File: src/design/btwd_pkg.sv
package btwd_pkg;

   // ***************************************************
   // Register map (byte addresses, one word each)
   // ***************************************************
   localparam logic [7:0] BTWD_CTRL_INDEX = 8'hdc;
   localparam logic [7:0] BTWD_CNT_INDEX = 8'hdd;
   localparam logic [11:0] BTWD_CTRL_ADDR = 12'h370;
   localparam logic [11:0] BTWD_CNT_ADDR = 12'h374;
   localparam logic [7:0] BTWD_CTRL_RESET = 8'h00;
   localparam logic [7:0] BTWD_CNT_RESET = 8'h00;

   // ***************************************************
   // Control fields
   // ***************************************************
   localparam int BTWD_KEY_LSB = 4;
   localparam logic [3:0] BTWD_KEY_DISABLE = 4'ha;
   localparam int BTWD_SEL_LSB = 2;
   localparam int BTWD_CNT_CLR_BIT = 1;
   localparam int BTWD_DIV_CLR_BIT = 0;

   // ***************************************************
   // Divider taps
   // ***************************************************
   localparam int BTWD_DIV_W = 12;
   localparam int BTWD_DIV_4096 = 4096;
   localparam int BTWD_DIV_1024 = 1024;
   localparam int BTWD_DIV_128 = 128;
   localparam logic [1:0] BTWD_SEL_4096 = 2'h0;
   localparam logic [1:0] BTWD_SEL_1024 = 2'h1;
   localparam logic [1:0] BTWD_SEL_128 = 2'h2;

   localparam logic [1:0] BTWD_RESP_OKAY = 2'h0;
   localparam logic [1:0] BTWD_RESP_SLVERR = 2'h2;

   typedef struct packed {
      logic [3:0] key;
      logic [1:0] sel;
      logic cnt_clr;
      logic div_clr;
   } btwd_ctrl_s;

endpackage

File: src/design/btwd_counter.sv
`timescale 1ns/1ns
module btwd_counter
   import btwd_pkg::*;
(
   // Clock and reset
   input wire logic aclk,
   input wire logic aresetn,
   // Control
   input wire logic clear,
   input wire logic tick,
   // Outputs
   output logic [7:0] value,
   output logic overflow
);

   logic [7:0] cnt_r;
   logic [7:0] cnt_nxt;

   assign cnt_nxt = clear ? BTWD_CNT_RESET :
                    tick ? 8'(cnt_r + 8'h01) : cnt_r;
   assign overflow = !clear && tick && (cnt_r == 8'hff);
   assign value = cnt_r;

   always_ff @(posedge aclk) begin
      if (!aresetn) begin
         cnt_r <= BTWD_CNT_RESET;
      end else begin
         cnt_r <= cnt_nxt;
      end
   end

endmodule

File: src/design/btwd_prescaler.sv
`timescale 1ns/1ns
module btwd_prescaler
   import btwd_pkg::*;
#(
   parameter int W = BTWD_DIV_W
) (
   // Clock and reset
   input wire logic aclk,
   input wire logic aresetn,
   // Control
   input wire logic clear,
   input wire logic [1:0] sel,
   // Outputs
   output logic tick,
   output logic [W-1:0] count
);

   logic [W-1:0] div_r;
   logic [W-1:0] div_nxt;
   logic [W-1:0] mask;

   // Tick on wrap of the selected low bits; 11 gives no tick at all
   assign mask = (sel == BTWD_SEL_4096) ? W'(BTWD_DIV_4096 - 1) :
                 (sel == BTWD_SEL_1024) ? W'(BTWD_DIV_1024 - 1) :
                 (sel == BTWD_SEL_128) ? W'(BTWD_DIV_128 - 1) : '0;
   assign div_nxt = clear ? '0 : W'(div_r + 1'b1);
   assign tick = !clear && (sel != 2'h3) && ((div_r & mask) == mask);
   assign count = div_r;

   always_ff @(posedge aclk) begin
      if (!aresetn) begin
         div_r <= '0;
      end else begin
         div_r <= div_nxt;
      end
   end

endmodule

File: src/design/btwd_top.sv
// Chosen here: the address map and the AXI4-Lite interface to the registers.
`timescale 1ns/1ns
// How it works
// - Watchdog is off only while the control key nibble equals 1010.
// - Bits 3:2 pick divide by 4096, 1024 or 128; 11 is invalid.
// - An 8-bit basic timer counter exists and can be cleared.
// - Writing 1 to bit 1 zeroes the counter; writing 0 does nothing.
// - Writing 1 to bit 0 clears the single prescale divider.
// - Each clear bit returns to 0 by itself once its clear is done.
// - Software reads the count from a read-only register resetting to zero.
module btwd_top
   import btwd_pkg::*;
(
   // Clock and reset
   input wire logic aclk,
   input wire logic aresetn,
   // AXI4-Lite write address
   input wire logic [11:0] s_axi_awaddr,
   input wire logic s_axi_awvalid,
   output logic s_axi_awready,
   // AXI4-Lite write data
   input wire logic [31:0] s_axi_wdata,
   input wire logic [3:0] s_axi_wstrb,
   input wire logic s_axi_wvalid,
   output logic s_axi_wready,
   // AXI4-Lite write response
   output logic [1:0] s_axi_bresp,
   output logic s_axi_bvalid,
   input wire logic s_axi_bready,
   // AXI4-Lite read address
   input wire logic [11:0] s_axi_araddr,
   input wire logic s_axi_arvalid,
   output logic s_axi_arready,
   // AXI4-Lite read data
   output logic [31:0] s_axi_rdata,
   output logic [1:0] s_axi_rresp,
   output logic s_axi_rvalid,
   input wire logic s_axi_rready,
   // Timer outputs
   output logic timer0_div_clear,
   output logic watchdog_enabled,
   output logic system_reset_req
);

   // ***************************************************
   // Write channel
   // ***************************************************
   logic aw_held_r;
   logic [11:0] aw_addr_r;
   logic w_held_r;
   logic [31:0] w_data_r;
   logic [3:0] w_strb_r;
   logic bvalid_r;
   logic [1:0] bresp_r;
   logic wr_go;
   logic [11:0] wr_addr;
   logic [31:0] wr_data;
   logic [3:0] wr_strb;
   logic wr_ctrl;
   logic wr_ctrl_lane0;

   // Address and data may come in either order; each is latched alone
   assign s_axi_awready = !aw_held_r && !bvalid_r;
   assign s_axi_wready = !w_held_r && !bvalid_r;
   assign wr_addr = aw_held_r ? aw_addr_r : s_axi_awaddr;
   assign wr_data = w_held_r ? w_data_r : s_axi_wdata;
   assign wr_strb = w_held_r ? w_strb_r : s_axi_wstrb;
   assign wr_go = !bvalid_r && (aw_held_r || s_axi_awvalid) &&
                  (w_held_r || s_axi_wvalid);
   assign wr_ctrl = wr_go && (wr_addr[11:2] == BTWD_CTRL_ADDR[11:2]);
   assign wr_ctrl_lane0 = wr_ctrl && wr_strb[0];
   assign s_axi_bvalid = bvalid_r;
   assign s_axi_bresp = bresp_r;

   always_ff @(posedge aclk) begin
      if (!aresetn) begin
         aw_held_r <= 1'b0;
         aw_addr_r <= '0;
      end else if (wr_go) begin
         aw_held_r <= 1'b0;
      end else if (s_axi_awvalid && s_axi_awready) begin
         aw_held_r <= 1'b1;
         aw_addr_r <= s_axi_awaddr;
      end
   end

   always_ff @(posedge aclk) begin
      if (!aresetn) begin
         w_held_r <= 1'b0;
         w_data_r <= '0;
         w_strb_r <= '0;
      end else if (wr_go) begin
         w_held_r <= 1'b0;
      end else if (s_axi_wvalid && s_axi_wready) begin
         w_held_r <= 1'b1;
         w_data_r <= s_axi_wdata;
         w_strb_r <= s_axi_wstrb;
      end
   end

   // Counter register is read-only, so a write to it is an error too
   always_ff @(posedge aclk) begin
      if (!aresetn) begin
         bvalid_r <= 1'b0;
         bresp_r <= BTWD_RESP_OKAY;
      end else if (wr_go) begin
         bvalid_r <= 1'b1;
         bresp_r <= wr_ctrl ? BTWD_RESP_OKAY : BTWD_RESP_SLVERR;
      end else if (s_axi_bready) begin
         bvalid_r <= 1'b0;
      end
   end

   // ***************************************************
   // Control register
   // ***************************************************
   btwd_ctrl_s ctrl_r;
   btwd_ctrl_s ctrl_nxt;
   btwd_ctrl_s wr_ctrl_val;

   assign wr_ctrl_val = btwd_ctrl_s'(wr_data[7:0]);

   // Clear bits act for one cycle, then drop back to zero unaided
   always_comb begin
      ctrl_nxt = ctrl_r;
      ctrl_nxt.cnt_clr = 1'b0;
      ctrl_nxt.div_clr = 1'b0;
      if (wr_ctrl_lane0) begin
         ctrl_nxt.key = wr_ctrl_val.key;
         ctrl_nxt.sel = wr_ctrl_val.sel;
         ctrl_nxt.cnt_clr = wr_ctrl_val.cnt_clr;
         ctrl_nxt.div_clr = wr_ctrl_val.div_clr;
      end
   end

   always_ff @(posedge aclk) begin
      if (!aresetn) begin
         ctrl_r <= btwd_ctrl_s'(BTWD_CTRL_RESET);
      end else begin
         ctrl_r <= ctrl_nxt;
      end
   end

   // ***************************************************
   // Timer datapath
   // ***************************************************
   logic bt_tick;
   logic [7:0] cnt_value;
   logic cnt_overflow;
   logic wd_en;
   logic sys_rst_r;

   btwd_prescaler #(
      .W(BTWD_DIV_W)
   ) u_prescaler (
      .aclk(aclk),
      .aresetn(aresetn),
      .clear(ctrl_r.div_clr),
      .sel(ctrl_r.sel),
      .tick(bt_tick),
      .count()
   );

   btwd_counter u_counter (
      .aclk(aclk),
      .aresetn(aresetn),
      .clear(ctrl_r.cnt_clr),
      .tick(bt_tick),
      .value(cnt_value),
      .overflow(cnt_overflow)
   );

   assign wd_en = (ctrl_r.key != BTWD_KEY_DISABLE);
   assign watchdog_enabled = wd_en;
   assign timer0_div_clear = ctrl_r.div_clr;

   // Registered so the reset request is a clean one-cycle pulse
   always_ff @(posedge aclk) begin
      if (!aresetn) begin
         sys_rst_r <= 1'b0;
      end else begin
         sys_rst_r <= wd_en && cnt_overflow;
      end
   end
   assign system_reset_req = sys_rst_r;

   // ***************************************************
   // Read channel
   // ***************************************************
   logic rvalid_r;
   logic [31:0] rdata_r;
   logic [1:0] rresp_r;
   logic rd_go;
   logic rd_ctrl;
   logic rd_cnt;

   assign s_axi_arready = !rvalid_r;
   assign rd_go = s_axi_arvalid && !rvalid_r;
   assign rd_ctrl = (s_axi_araddr[11:2] == BTWD_CTRL_ADDR[11:2]);
   assign rd_cnt = (s_axi_araddr[11:2] == BTWD_CNT_ADDR[11:2]);
   assign s_axi_rvalid = rvalid_r;
   assign s_axi_rdata = rdata_r;
   assign s_axi_rresp = rresp_r;

   always_ff @(posedge aclk) begin
      if (!aresetn) begin
         rvalid_r <= 1'b0;
         rdata_r <= '0;
         rresp_r <= BTWD_RESP_OKAY;
      end else if (rd_go) begin
         rvalid_r <= 1'b1;
         rdata_r <= rd_ctrl ? {24'h000000, ctrl_r} :
                    rd_cnt ? {24'h000000, cnt_value} : '0;
         rresp_r <= (rd_ctrl || rd_cnt) ? BTWD_RESP_OKAY : BTWD_RESP_SLVERR;
      end else if (s_axi_rready) begin
         rvalid_r <= 1'b0;
      end
   end

endmodule

File: config.mk
export PLATFORM = sky130hd
export DESIGN_NAME = btwd_top
export DESIGN_NICKNAME = d
export VERILOG_FILES = /design/src/design/btwd_pkg.sv /design/src/design/btwd_counter.sv /design/src/design/btwd_prescaler.sv /design/src/design/btwd_top.sv
export SDC_FILE = /design/constraint.sdc
export NUM_CORES = 1
export LEC_CHECK = 0
export ABC_AREA = 1
export BUFFER_PORTS_ARGS = -buffer_cell sky130_fd_sc_hd__buf_2
export CELL_PAD_IN_SITES_DETAIL_PLACEMENT = 1
export CELL_PAD_IN_SITES_GLOBAL_PLACEMENT = 1
export CORE_ASPECT_RATIO = 2
export CORE_UTILIZATION = 37
export CTS_CLUSTER_DIAMETER = 120
export DETAILED_ROUTE_END_ITERATION = 8
export PLACE_DENSITY = 0.85
export SLEW_MARGIN = 40
export SYNTH_ARGS = -nofsm -noshare
export SYNTH_HDL_FRONTEND = slang
export SYNTH_HIERARCHICAL = 1
export SYNTH_SLANG_ARGS = --single-unit
File: constraint.sdc
create_clock -name aclk -period 2.9 [get_ports aclk]
set_clock_uncertainty 0.05 [all_clocks]
set_input_delay 0.145 -clock aclk [delete_from_list [all_inputs] [get_ports aclk]]
set_output_delay 0.145 -clock aclk [all_outputs]
set_load 0.005 [all_outputs]
==> metrics.txt <==
# fillers=roughly 1100; post-CTS resize count=0; synth warn=6; Crit-path slowest cell=dfxtp_1; Cell Area, Synth=about 3200 µm²; Largest delay share family, worst path=simple AND/OR/NAND/NOR gates; die area=between 8000 and 9000 µm²; hold_buf cts=0; Slew Limit Fails=0; Pwr per Cell Area=slightly above 600 nW/µm²; Cell Int Power=about 1.8 mW; Post-Synthesis Mean Instance Area=slightly above 7 µm²; switching part of the total=0.2321; Seq pwr share=0.392; Sink Count=62; layout overhead on the synthesized area=18.43%; number of global-route vias before repair=3151; io pins=around 110; Startpoint Class=flop; relative slew slack=0.5590; Buf/Inv on CP=1; share of post-route cells with drive strength above 1=0.1806; CTS max path bufs=2; H-tree depth=3; Final Hold Viols=0; Gate power share=0.100; kind of critical path=flop to flop; max incr delay on CP=~0.42 ns; Final period util=0.7545; Crit path required time=3.12 ns; Gate Count Post-Synth=between 400 and 500; Finish-stage setup viols=0; worst r2r src=u_prescaler/count[2]$_SDFF_PP0_; leakage=1.699 nW; initial cell density of the core=0.3833; MaxCap Viol Count=0; final WL=approximately 8.5 mm; fraction of registers with async set/reset=0; total iterations of the first detailed-routing run=4; num rows=between 40 and 50; Tmin final=approximately 2.2 ns; Wirelength per Cell=14.07 µm; gr ovfl total=0; largest area contributor in the netlist=dfxtp_1; Nets=roughly 570; Final GP Congestion=~0.83; Final WS setup=just over 0.7 ns; actual slew at the worst max-slew pin=roughly 0.66 ns; # diodes=0; Iter 0 DRT Violations=75; Setup TNS=0 ns; Reg2Reg Capture Point=system_reset_req$_SDFF_PN0_; Min-Delay Endpoint=timer0_div_clear$_SDFF_PN0_; Die Wd=67.54 µm; DRC violations left=0; fmax=around 0.46 GHz; Clk Latency, worst-skew pair=around 0.33 ns; Hold Crit Depth=3; fin area=approximately 3800 µm²; core area=~8300 µm²; synth top area cells=dfxtp_1 39%, inv_1 8.1%, nand2_1 8.0%; Post-synth EDFFs=0; DIE HEIGHT=around 130 µm; Worst Setup End Kind=flop; cts bufs inserted=9; Clock Tree Root=clkbuf_16; register area share after synthesis=0.3906; gr usage total=0.2079; switching pwr=about 540 µW; DR vias/cell=4.985; hold path start=s_axi_wdata[0]; Core Util, Final=0.4539; critical path peak fanout=7; DP Worst Slack=0.8731 ns; Worst Reg-to-Reg Cells=12; worst path arrival time=between 2 and 2.5 ns; post-CTS setup buffer count=0; HPWL after DPL=roughly 6 mm; Synth top area share=0.3906; Worst Hold Class=input port to flop; Peak supply drop=0.3830 mV; global-route wire length before repair=about 14 mm; vias=3001; Yosys cell types=37; RSZ-0062 raised after global routing=no; Clk pin slew, worst setup/hold paths=roughly 0.05 ns; Antenna Violating Nets Remaining=0; most frequent cell after synthesis=inv_1; initial antenna violation count=0; Clock Power Share=0.508; Primary FF master, synth=dfxtp_1; Critical Path, Cell by Cell=nand2_2 -> nor2_4 -> nand3_1 -> nor2_1 -> nand2_1 -> inv_1 -> nand3_2 -> nor2_2 -> nand3_1 -> nor3_1 -> nand2_1 -> nor2_1; Synth top cells by count=69 x inv_1, 68 x nand2_1, 62 x dfxtp_1; # port buffers=53; DP Area=between 3000 and 4000 µm²; setup slack, reg-to-reg=between 0.7 and 0.8 ns; largest net degree at the start of global routing=21; Synth Register Bits=62; status=complete, no violations; CTS tree=built
## logic make-up after synthesis
kind of cell | count (synthesis) | share of synthesized area
mux | 6 | 0.01890
other cells | 1 | 0.001180
xor+xnor | 2 | 0.005513
simple gates | 195 | 0.2972
flops | 62 | 0.3906
compound gates | 68 | 0.1122
fa+ha+maj | 2 | 0.007873
buf+inv | 109 | 0.1665
## state kept, by name, summed over array words and instances (netlist names)
signal / cells
aw_addr_r: 10
aw_held_r: 1
ctrl_r: 7
s_axi_bresp: 1
s_axi_bvalid: 1
s_axi_rdata: 8
s_axi_rresp: 1
s_axi_rvalid: 1
system_reset_req: 1
timer0_div_clear: 1
u_counter/value: 8
u_prescaler/count: 12
w_data_r: 8
w_held_r: 1
w_strb_r: 1
## how the worst max path moves through the flow
stage / slack, ns / to / cells past startpoint / start
finish: 0.71 / system_reset_req$_SDFF_PN0_ / 12 / u_prescaler/count[2]$_SDFF_PP0_
global route: 0.50 / system_reset_req$_SDFF_PN0_ / 12 / u_prescaler/count[2]$_SDFF_PP0_
CTS: 0.73 / system_reset_req$_SDFF_PN0_ / 12 / u_prescaler/count[2]$_SDFF_PP0_
detailed placement: 0.87 / system_reset_req$_SDFF_PN0_ / 12 / u_prescaler/count[2]$_SDFF_PP0_
global placement: 0.98 / system_reset_req$_SDFF_PN0_ / 12 / u_prescaler/count[2]$_SDFF_PP0_
floorplan: 1.23 / system_reset_req$_SDFF_PN0_ / 12 / u_prescaler/count[2]$_SDFF_PP0_
## metal layers
layer	GRT usage	wire length, µm	vias up
li1	-	-	1486
met1	0.1892	2845	1425
met2	0.3845	5031	71
met3	0.05172	314	19
met4	0.1229	281	0
met5	0	0	-
## layout make-up
| class | count | area (µm²) | share of cell area |
|---|---|---|---|
| clock buffer | 13 | 270.3 | 0.07181 |
| sequential | 62 | 1241 | 0.3298 |
| timing repair buffer | 55 | 280.3 | 0.07447 |
| tap | 98 | 122.6 | 0.03258 |
| clock inverter | 3 | 65.06 | 0.01729 |
| inverter | 72 | 270.3 | 0.07181 |
| multi-input combinational | 299 | 1514 | 0.4023 |
## per-stage QoR
stage,instances,total power [mW],hold slack [ns]
floorplan,470,1.114,0.2344
global placement,586,1.155,0.3601
detailed placement,586,1.167,0.3727
CTS,602,2.369,0.02236
global route,602,2.437,0.03429
finish,602,2.347,0.03061
## cell usage in the layout (no fill, tap or decap), types with 2 or more instances in the layout
| cell type | n |
|---|---|
| clkinv_1 | 2 |
| nand2_1 | 68 |
| bufinv_16 | 2 |
| o21ai_0 | 26 |
| dfxtp_1 | 62 |
| nand3_1 | 24 |
| nor2_4 | 4 |
| nand4_1 | 23 |
| buf_4 | 2 |
| conb_1 | 26 |
| nor3_4 | 2 |
| a21oi_1 | 37 |
| mux2i_1 | 6 |
| clkbuf_16 | 9 |
| buf_2 | 53 |
| inv_1 | 69 |
| ha_1 | 2 |
| nor2_1 | 58 |
| nor2_2 | 2 |
| nand3_2 | 4 |
| nand2_2 | 4 |
| clkbuf_8 | 3 |
| o21ai_1 | 2 |
## power groups by stage
stage | Clock, mW | Combinational [mW] | Sequential [mW]
6_report | 1.19 | 0.235 | 0.919
5_1_grt | 1.25 | 0.268 | 0.924
4_1_cts | 1.21 | 0.235 | 0.920
3_5_place_dp | 0 | 0.230 | 0.937
3_3_place_gp | 0 | 0.221 | 0.934
2_1_floorplan | 0 | 0.180 | 0.934
## worst register-to-register path, stage by stage (launching register included)
cell     delay, ns
dfxtp_1       0.42
nand2_2       0.11
nor2_4        0.21
nand3_1       0.15
nor2_1        0.14
nand2_1       0.08
inv_1         0.22
nand3_2       0.16
nor2_2        0.13
nand3_1       0.13
nor3_1        0.17
nand2_1       0.07
nor2_1        0.09
Power figures use the tool's default switching activity.
